$ cat src/verilog/acf_defines.vh
// Purpose: Constants for the converter configuration and result framing block
// Assumes: APB byte addresses, 32-bit data, 50 MHz pclk
// Notes:   Definitions only
`ifndef ACF_DEFINES_VH
`define ACF_DEFINES_VH

// Register byte offsets
`define ACF_OFF_CONFIG0     8'h00
`define ACF_OFF_CONFIG1     8'h04
`define ACF_OFF_CONFIG2     8'h08
`define ACF_OFF_CONFIG3     8'h0C
`define ACF_OFF_COMMAND     8'h10
`define ACF_OFF_STATUS      8'h14
`define ACF_OFF_DATA        8'h18
`define ACF_OFF_CHECK       8'h1C

// Reset values
`define ACF_RST_CONFIG      8'h00

// Config0 fields
`define ACF_IN_SEL_HI       7
`define ACF_IN_SEL_LO       4
`define ACF_GAIN_HI         3
`define ACF_GAIN_LO         1
`define ACF_BYPASS_BIT      0
// Config1 fields
`define ACF_MODE_BIT        3
`define ACF_REF_HI          2
`define ACF_REF_LO          1
`define ACF_TEMP_BIT        0
// Config2 fields
`define ACF_CNT_EN_BIT      6
`define ACF_INTEG_HI        5
`define ACF_INTEG_LO        4
`define ACF_BURN_BIT        3
`define ACF_LEVEL_HI        2
`define ACF_LEVEL_LO        0
// Config3 fields
`define ACF_ROUTE1_HI       7
`define ACF_ROUTE1_LO       5
`define ACF_ROUTE2_HI       4
`define ACF_ROUTE2_LO       2
// Command bits
`define ACF_CMD_START_BIT   0
`define ACF_CMD_SLEEP_BIT   1
`define ACF_CMD_RESET_BIT   2

// Codes
`define ACF_MON_SUPPLY      4'hD
`define ACF_MON_REF         4'hC
`define ACF_GAIN_UNITY      3'h0
`define ACF_REF_INTERNAL    2'h0
`define ACF_LEVEL_OFF       3'h0
`define ACF_INTEG_NONE      2'h0
`define ACF_INTEG_INV       2'h1
`define ACF_INTEG_CRC       2'h2
`define ACF_CRC_POLY        16'h1021
`define ACF_CRC_INIT        16'hFFFF
`define ACF_CNT_RESET       8'h00
`define ACF_TEMP_PAD        2'h0

// Timing: single-shot conversion at the slowest rate
`define ACF_CLK_MHZ         50
`define ACF_CONV_TIME_NS    50010000
`define ACF_CLK_PERIOD_NS   20

`endif

$ cat src/verilog/acf_config_framing.v
// Purpose: Configuration control, conversion sequencing and result framing
// Assumes: APB slave on pclk, async active-low presetn, sample_data from the modulator
// Notes:   Zero-wait APB answer one cycle into the access phase
//
// What this block does
// - Both excitation sources share one level from the three-bit level field.
// - Each source has its own route field; both may share one pin.
// - Sources stay on between single shots while level nonzero; off on sleep.
// - Route 000 leaves source unconnected; nonzero level keeps bias on.
// - Burn-out enable sources into positive input, sinks from negative input.
// - Input code 1101 measures supply over four with internal reference.
// - Input code 1100 measures external reference over four, internal reference.
// - Monitor codes bypass the amplifier and force unity gain.
// - Temperature mode ignores config0 and uses internal reference.
// - Temperature result is 14-bit two's complement, left-justified, low bits zero.
// - Counter enable prefixes every result read with an 8-bit counter.
// - Counter resets to 00h, counts completed conversions, wraps FFh to 00h.
// - Clearing then setting counter enable resets it; any reset clears it.
// - Integrity 01 sends bitwise-inverted copy after the data.
// - Integrity 10 appends CCITT CRC16 preset FFFFh over output bytes.
// - Integrity covers results, the counter prefix and the low byte of register reads.
// - Any reset takes effect at once, abandoning activity.
// - Sleep lets an ongoing conversion finish before power-down.
// - Conversion mode bit selects single-shot or continuous.
// - Reset command restores defaults with no extra wait.
//
// The implementer's own choices: the address map and the APB interface to the registers.
`timescale 1ns/10ps
`include "acf_defines.vh"

module acf_config_framing #(
    parameter CNT_W       = 22,
    parameter CONV_CYCLES = `ACF_CONV_TIME_NS / `ACF_CLK_PERIOD_NS
)(
    input  wire        pclk,
    input  wire        presetn,
    input  wire        clk_en,
    input  wire        psel,
    input  wire        penable,
    input  wire        pwrite,
    input  wire [7:0]  paddr,
    input  wire [31:0] pwdata,
    output reg  [31:0] prdata,
    output reg         pready,
    output reg         pslverr,
    input  wire [15:0] sample_data,
    output reg  [2:0]  exc_level,
    output reg         exc_enable,
    output reg  [2:0]  exc_route1,
    output reg  [2:0]  exc_route2,
    output reg         burnout_active,
    output reg  [3:0]  input_select_eff,
    output reg  [2:0]  gain_eff,
    output reg         pga_bypass_eff,
    output reg         ref_internal,
    output reg         temp_sensor_active,
    output reg         analog_power_on,
    output reg         converting,
    output reg         data_ready
);

    localparam ST_IDLE  = 3'b001;
    localparam ST_CONV  = 3'b010;
    localparam ST_SLEEP = 3'b100;

    // One CRC step over one byte, MSB first
    function [15:0] crc_byte;
        input [15:0] crc_in;
        input [7:0]  data;
        integer      i;
        reg   [15:0] c;
        begin
            c = crc_in;
            for (i = 7; i >= 0; i = i - 1)
            begin
                if (c[15] ^ data[i])
                    c = {c[14:0], 1'b0} ^ `ACF_CRC_POLY;
                else
                    c = {c[14:0], 1'b0};
            end
            crc_byte = c;
        end
    endfunction

    reg [7:0]       config0;
    reg [7:0]       config1;
    reg [7:0]       config2;
    reg [7:0]       config3;
    reg [2:0]       state;
    reg [CNT_W-1:0] conv_cnt;
    reg             sleep_pending;
    reg             run_continuous;
    reg [7:0]       result_count;
    reg [15:0]      result;
    reg [23:0]      check_word;
    reg [15:0]      samp_s1;
    reg [15:0]      samp_s2;
    reg [15:0]      samp_s3;
    reg [15:0]      samp_held;

    reg [2:0]       next_state;
    reg [31:0]      next_prdata;
    reg [23:0]      next_check;
    reg [3:0]       next_in_sel;
    reg [2:0]       next_gain;
    reg             next_bypass;
    reg             next_ref_int;
    reg [15:0]      crc_acc;

    wire acc_phase  = psel & penable & pready;
    wire wr_acc     = acc_phase & pwrite;
    wire rd_setup   = psel & ~penable & ~pwrite;
    wire cmd_wr     = wr_acc & (paddr == `ACF_OFF_COMMAND);
    wire cmd_start  = cmd_wr & pwdata[`ACF_CMD_START_BIT];
    wire cmd_sleep  = cmd_wr & pwdata[`ACF_CMD_SLEEP_BIT];
    wire cmd_reset  = cmd_wr & pwdata[`ACF_CMD_RESET_BIT];
    wire cfg_wr     = wr_acc & ((paddr == `ACF_OFF_CONFIG0) | (paddr == `ACF_OFF_CONFIG1)
                               | (paddr == `ACF_OFF_CONFIG2) | (paddr == `ACF_OFF_CONFIG3));
    wire data_rd    = acc_phase & ~pwrite & (paddr == `ACF_OFF_DATA);
    wire conv_done  = (state == ST_CONV) & (conv_cnt == CONV_CYCLES[CNT_W-1:0] - 1'b1);
    wire temp_mode  = config1[`ACF_TEMP_BIT];
    wire cnt_en     = config2[`ACF_CNT_EN_BIT];
    wire [1:0] integ = config2[`ACF_INTEG_HI:`ACF_INTEG_LO];
    wire [2:0] level = config2[`ACF_LEVEL_HI:`ACF_LEVEL_LO];
    wire [3:0] in_sel = config0[`ACF_IN_SEL_HI:`ACF_IN_SEL_LO];
    wire addr_ok    = (paddr[1:0] == 2'h0) & (paddr <= `ACF_OFF_CHECK);

    // Sample input crossing: change accepted once stages two and three agree
    always @(posedge pclk or negedge presetn)
    begin
        if (!presetn)
        begin
            samp_s1   <= 16'h0000;
            samp_s2   <= 16'h0000;
            samp_s3   <= 16'h0000;
            samp_held <= 16'h0000;
        end
        else if (clk_en)
        begin
            samp_s1 <= sample_data;
            samp_s2 <= samp_s1;
            samp_s3 <= samp_s2;
            if (samp_s2 == samp_s3)
                samp_held <= samp_s3;
        end
    end

    // Conversion sequencing
    always @*
    begin
        next_state = state;
        case (state)
            ST_IDLE:
            begin
                if (cmd_sleep)
                    next_state = ST_SLEEP;
                else if (cmd_start)
                    next_state = ST_CONV;
            end
            ST_CONV:
            begin
                if (conv_done & (sleep_pending | cmd_sleep))
                    next_state = ST_SLEEP;
                else if (conv_done & ~run_continuous)
                    next_state = ST_IDLE;
            end
            ST_SLEEP:
            begin
                if (cmd_start)
                    next_state = ST_CONV;
            end
            default:
                next_state = ST_IDLE;
        endcase
    end

    always @(posedge pclk or negedge presetn)
    begin
        if (!presetn)
        begin
            state          <= ST_IDLE;
            conv_cnt       <= {CNT_W{1'b0}};
            sleep_pending  <= 1'b0;
            run_continuous <= 1'b0;
            config0        <= `ACF_RST_CONFIG;
            config1        <= `ACF_RST_CONFIG;
            config2        <= `ACF_RST_CONFIG;
            config3        <= `ACF_RST_CONFIG;
            result_count   <= `ACF_CNT_RESET;
            result         <= 16'h0000;
            data_ready     <= 1'b0;
        end
        else if (clk_en)
        begin
            if (cmd_reset)
            begin
                state          <= ST_IDLE;
                conv_cnt       <= {CNT_W{1'b0}};
                sleep_pending  <= 1'b0;
                run_continuous <= 1'b0;
                config0        <= `ACF_RST_CONFIG;
                config1        <= `ACF_RST_CONFIG;
                config2        <= `ACF_RST_CONFIG;
                config3        <= `ACF_RST_CONFIG;
                result_count   <= `ACF_CNT_RESET;
                result         <= 16'h0000;
                data_ready     <= 1'b0;
            end
            else
            begin
                state <= next_state;
                if (cmd_start)
                    run_continuous <= config1[`ACF_MODE_BIT];
                if (cmd_start | cfg_wr | conv_done)
                    conv_cnt <= {CNT_W{1'b0}};
                else if (state == ST_CONV)
                    conv_cnt <= conv_cnt + 1'b1;
                if (next_state != ST_CONV)
                    sleep_pending <= 1'b0;
                else if (cmd_sleep)
                    sleep_pending <= 1'b1;
                if (wr_acc & (paddr == `ACF_OFF_CONFIG0))
                    config0 <= pwdata[7:0];
                if (wr_acc & (paddr == `ACF_OFF_CONFIG1))
                    config1 <= pwdata[7:0];
                if (wr_acc & (paddr == `ACF_OFF_CONFIG2))
                    config2 <= pwdata[7:0];
                if (wr_acc & (paddr == `ACF_OFF_CONFIG3))
                    config3 <= pwdata[7:0];
                if (~cnt_en)
                    result_count <= `ACF_CNT_RESET;
                else if (conv_done)
                    result_count <= result_count + 8'h01;
                if (conv_done)
                begin
                    if (temp_mode)
                        result <= {samp_held[15:2], `ACF_TEMP_PAD};
                    else
                        result <= samp_held;
                end
                if (conv_done)
                    data_ready <= 1'b1;
                else if (data_rd)
                    data_ready <= 1'b0;
            end
        end
    end

    // Effective analog path selection
    always @*
    begin
        next_in_sel  = in_sel;
        next_gain    = config0[`ACF_GAIN_HI:`ACF_GAIN_LO];
        next_bypass  = config0[`ACF_BYPASS_BIT];
        next_ref_int = config1[`ACF_REF_HI:`ACF_REF_LO] == `ACF_REF_INTERNAL;
        if (temp_mode)
        begin
            next_in_sel  = 4'h0;
            next_gain    = `ACF_GAIN_UNITY;
            next_bypass  = 1'b1;
            next_ref_int = 1'b1;
        end
        else if ((in_sel == `ACF_MON_SUPPLY) | (in_sel == `ACF_MON_REF))
        begin
            next_gain    = `ACF_GAIN_UNITY;
            next_bypass  = 1'b1;
            next_ref_int = 1'b1;
        end
    end

    always @(posedge pclk or negedge presetn)
    begin
        if (!presetn)
        begin
            exc_level          <= `ACF_LEVEL_OFF;
            exc_enable         <= 1'b0;
            exc_route1         <= 3'h0;
            exc_route2         <= 3'h0;
            burnout_active     <= 1'b0;
            input_select_eff   <= 4'h0;
            gain_eff           <= `ACF_GAIN_UNITY;
            pga_bypass_eff     <= 1'b0;
            ref_internal       <= 1'b1;
            temp_sensor_active <= 1'b0;
            analog_power_on    <= 1'b0;
            converting         <= 1'b0;
        end
        else if (clk_en)
        begin
            exc_level          <= level;
            exc_enable         <= (level != `ACF_LEVEL_OFF) & (state != ST_SLEEP);
            exc_route1         <= config3[`ACF_ROUTE1_HI:`ACF_ROUTE1_LO];
            exc_route2         <= config3[`ACF_ROUTE2_HI:`ACF_ROUTE2_LO];
            burnout_active     <= config2[`ACF_BURN_BIT] & (state == ST_CONV);
            input_select_eff   <= next_in_sel;
            gain_eff           <= next_gain;
            pga_bypass_eff     <= next_bypass;
            ref_internal       <= next_ref_int;
            temp_sensor_active <= temp_mode;
            analog_power_on    <= state == ST_CONV;
            converting         <= state == ST_CONV;
        end
    end

    // Read data and integrity word for the access that follows
    always @*
    begin
        next_prdata = 32'h0000_0000;
        next_check  = 24'h00_0000;
        crc_acc     = `ACF_CRC_INIT;
        case (paddr)
            `ACF_OFF_CONFIG0: next_prdata[7:0] = config0;
            `ACF_OFF_CONFIG1: next_prdata[7:0] = config1;
            `ACF_OFF_CONFIG2: next_prdata[7:0] = config2;
            `ACF_OFF_CONFIG3: next_prdata[7:0] = config3;
            `ACF_OFF_STATUS:  next_prdata[15:0] = {result_count, data_ready,
                                                   sleep_pending, run_continuous,
                                                   2'h0, state};
            `ACF_OFF_DATA:    next_prdata[23:0] = cnt_en ? {result_count, result}
                                                         : {8'h00, result};
            `ACF_OFF_CHECK:   next_prdata[23:0] = check_word;
            default:          next_prdata = 32'h0000_0000;
        endcase
        if (paddr == `ACF_OFF_DATA)
        begin
            if (cnt_en)
                crc_acc = crc_byte(crc_acc, result_count);
            crc_acc = crc_byte(crc_acc, result[15:8]);
            crc_acc = crc_byte(crc_acc, result[7:0]);
            if (integ == `ACF_INTEG_INV)
                next_check = ~next_prdata[23:0];
        end
        else
        begin
            crc_acc = crc_byte(crc_acc, next_prdata[7:0]);
            if (integ == `ACF_INTEG_INV)
                next_check = {16'h0000, ~next_prdata[7:0]};
        end
        if (integ == `ACF_INTEG_CRC)
            next_check = {8'h00, crc_acc};
        if ((integ == `ACF_INTEG_NONE) | (paddr == `ACF_OFF_CHECK))
            next_check = check_word;
    end

    // APB slave: one access cycle, error on unmapped or misaligned address
    always @(posedge pclk or negedge presetn)
    begin
        if (!presetn)
        begin
            prdata     <= 32'h0000_0000;
            pready     <= 1'b0;
            pslverr    <= 1'b0;
            check_word <= 24'h00_0000;
        end
        else if (clk_en)
        begin
            pready  <= psel & ~penable;
            pslverr <= psel & ~penable & ~addr_ok;
            if (rd_setup & addr_ok)
                prdata <= next_prdata;
            else if (psel & ~penable)
                prdata <= 32'h0000_0000;
            if (cmd_reset)
                check_word <= 24'h00_0000;
            else if (acc_phase & ~pwrite & addr_ok)
                check_word <= next_check;
        end
    end

endmodule

$ cat config.mk
export PLATFORM = sky130hd
export DESIGN_NAME = acf_config_framing
export DESIGN_NICKNAME = d
export VERILOG_FILES = /design/src/verilog/acf_config_framing.v
export VERILOG_INCLUDE_DIRS = /design/src /design/src/verilog
export SDC_FILE = /design/constraint.sdc
export NUM_CORES = 1
export LEC_CHECK = 0
export BUFFER_PORTS_ARGS = -buffer_cell sky130_fd_sc_hd__buf_2
export CAP_MARGIN = 20
export CORE_MARGIN = 2
export CORE_UTILIZATION = 50
export CTS_CLUSTER_SIZE = 24
export DETAILED_ROUTE_END_ITERATION = 10
export PLACE_DENSITY_LB_ADDON = 0.08
export SYNTH_ARGS = -nofsm -noshare
export SYNTH_HDL_FRONTEND = slang
export SYNTH_SLANG_ARGS = --single-unit
$ cat constraint.sdc
create_clock -name pclk -period 6.3 [get_ports pclk]
set_input_delay 0.63 -clock pclk [delete_from_list [all_inputs] [get_ports pclk]]
set_output_delay 0.63 -clock pclk [all_outputs]
set_load 0.005 [all_outputs]
==> run metrics <==
H-tree levels=1; startpoint types=input port; vias per cell=5.66; post-route cell area=12500 um^2; post-synthesis register bit count=220; setup bufs post-CTS=0; Crit path required time=6.70 ns; crit-path cells=buf_2, nor2b_1, and4_1, a221o_1, xnor2_1, xor2_1, a21oi_1, o31ai_1; Slew Limit Fails=0; CTS tree=done; chip width=153 um; DR WL/cell=18.4 um; Worst EP arrival=3.48 ns; Worst R2R Path Depth=8; Area after DPL=11600 um^2; Resized Gates After CTS=0; maximum vdd drop=0.227 mV; sequential element share of the synthesized area=49.7%; Die Ht=153 um; outcome=completed; worst slew pin tran=1.08 ns; vias=7919; initial antenna violation count=0; fill cell count=1923; largest net degree at the start of global routing=122; unrepaired setup endpoints after global routing=false; Die ar.=23400 um^2; total gr overflow=0; ys async rst share=100%; Ys Warns=0; Core Region=21800 um^2; Total Power=3.16 mW; worst hold path class=in -> async; Fin Clk Skew=0.0135 ns; Top FF cell, synth=dfrtp_1; final setup fails=0; port bufs=87; io pins=120; Nets=1164; Max stage delay on crit path=0.91 ns; initial detailed-routing violation count=481; reg2reg end=result[12]; # DRC=0; fin crit period=3.08 ns; Final ANT Viol Nets=0; clock tree buffer depth=3; Max transition margin=27.6%; Max Clk Rate=0.324 GHz; Layout Utilization=57.4%; dpl hpwl=17.8 mm; Detailed Routing Iterations Pass 1=5; Max Cap Viol=0; share of layout cells above drive strength 1=21.9%; CTS root buf=clkbuf_16; Cell Pwr Density=253 nW/um^2; cell row count=54; P&R area growth vs syn=12.9%; number of global-route vias before repair=7567; sum of negative setup slack=0 ns; slowest stage cell, crit path=and4_1; dpl ws=2.73 ns; total track usage=22.2%; Distinct cells, synth=78; Leakage=5.71 nW; Crit Path Max Fanout=28; diode count=0; Fin. Hold Viols=0; mapped cell area=11100 um^2; Sink Count=220; final worst slack=3.22 ns; hold_buf cts=0; Post-Route WL=25.8 mm; Final Wtd Congestion=0.826; Post-synth EDFFs=0; crit path capture type=flip-flop; Initial Utilization=50.9%; Critical R2R Launch=conv_cnt[0]; Final Cycle Share=48.9%; Num CTS Buffers=25; Mapped Cells=1036; first-pass GRT wire length=42.2 mm; Syn Area/Cell=10.7 um^2; critical path class=in -> reg; clock transition at the registers of the reported paths=0.06 ns; FF-to-FF setup slack=3.33 ns; worst skew pair latency=0.52 ns
[cell type report]
class / count / area, um^2 / share of cell area [%]
Tap cell: 280 / 350 / 2.80
Clock buffer: 36 / 737 / 5.90
Clock inverter: 9 / 104 / 0.831
Inverter: 14 / 52.6 / 0.420
Timing Repair Buffer: 98 / 532 / 4.25
Sequential cell: 220 / 5510 / 44.1
Multi-Input combinational cell: 741 / 5220 / 41.7
[state kept, by name, indices dropped and copies added (netlist names), 16 cells and up]
register,cells
check_word,24
conv_cnt,22
prdata,24
result,16
samp_held,16
samp_s1,16
samp_s2,16
samp_s3,16
[power breakdown]
part	leakage, nW	internal (mW)	total (mW)	switching [mW]
clock network	0.412	0.893	1.48	0.583
logic	2.34	0.0848	0.180	0.0947
registers	2.95	1.46	1.51	0.0428
total	5.71	2.44	3.16	0.721
[placed cells by master, fill, tap and decap left out, types with 14 or more instances in the layout]
cell       synthesis  routed
a21oi_1           31      31
o21ai_0           32      32
nand3_1           15      15
nand2_1          142     142
mux2_2            78      78
clkbuf_16          0      25
xnor2_1           55      55
o21ai_1           64      64
mux2i_1           14      14
xor2_1            20      20
a22o_1            28      28
buf_2             14      86
dfrtp_1          218     218
nor2_1            50      50
[how the worst max path moves through the flow]
stage                           start  slack, ns       endpoint
after CTS                    paddr[3]       3.25  check_word[6]
after global placement       paddr[3]       2.72  check_word[6]
after global routing      conv_cnt[0]       2.97      result[8]
final                        paddr[3]       3.22  check_word[6]
after floorplan              paddr[2]       3.78     config2[5]
after detailed placement     paddr[3]       2.73  check_word[6]
[cell usage after synthesis, drive strengths merged, types with 3 or more instances]
| library cell | n | area, um^2 |
|---|---|---|
| a211o | 3 | 26.3 |
| a21oi | 31 | 155 |
| nor2 | 51 | 194 |
| o22ai | 3 | 18.8 |
| inv | 13 | 48.8 |
| nor3 | 13 | 70.1 |
| a221o | 8 | 81.3 |
| a21o | 5 | 37.5 |
| buf | 28 | 179 |
| xor2 | 21 | 191 |
| nand2b | 10 | 62.6 |
| nand2 | 142 | 533 |
| nand3b | 8 | 60.1 |
| mux2i | 14 | 140 |
| a32o | 9 | 90.1 |
| o21ai | 96 | 480 |
| nand4 | 8 | 50.1 |
| and4 | 6 | 52.6 |
| nand4b | 4 | 35.0 |
| mux2 | 82 | 923 |
| a22oi | 4 | 30.0 |
| or3 | 4 | 25.0 |
| nor2b | 10 | 62.6 |
| dfrtp | 218 | 5460 |
| nor4 | 9 | 68.8 |
| xnor3 | 4 | 90.1 |
| and3 | 12 | 75.1 |
| xnor2 | 65 | 656 |
| nor4b | 3 | 26.3 |
| and2 | 12 | 75.1 |
| o2bb2ai | 9 | 78.8 |
| nand3 | 15 | 75.1 |
| o31ai | 7 | 52.6 |
| a31oi | 3 | 18.8 |
| mux4 | 4 | 90.1 |
| a22o | 28 | 245 |
| clkbuf | 40 | 150 |
[cell families after synthesis]
group	Yosys count	synth area share [%]
AOI/OAI and AO/OA	224	13.4
xor gates and xnor gates	92	8.90
adders and majority gates	2	0.226
buffers and inverters	82	3.45
DFF	220	49.7
muxes	100	10.4
other	1	0.0339
and+or+nand+nor	315	13.9
[metal layers]
layer / track usage (%) / up-vias / share of wire, %
met3: 2.35 / 42 / 4.8
met4: 6.31 / 0 / 2.3
met5: 0 / - / 0
met2: 33.6 / 230 / 44
li1: - / 3827 / -
met1: 34.2 / 3820 / 48
[through the flow]
stage | hold WS, ns | std cells
after floorplan | 0.334 | 1043
after global placement | 0.459 | 1348
after detailed placement | 0.461 | 1351
after CTS | 0.224 | 1396
after global routing | 0.223 | 1398
final | 0.114 | 1398
[critical path, delay by kind of cell]
family          cells  cell delay, ns
simple gates        2            1.39
compound gates      3            0.61
xor+xnor            2            0.39
buf+inv             1            0.44
Power figures use the tool's default switching activity.
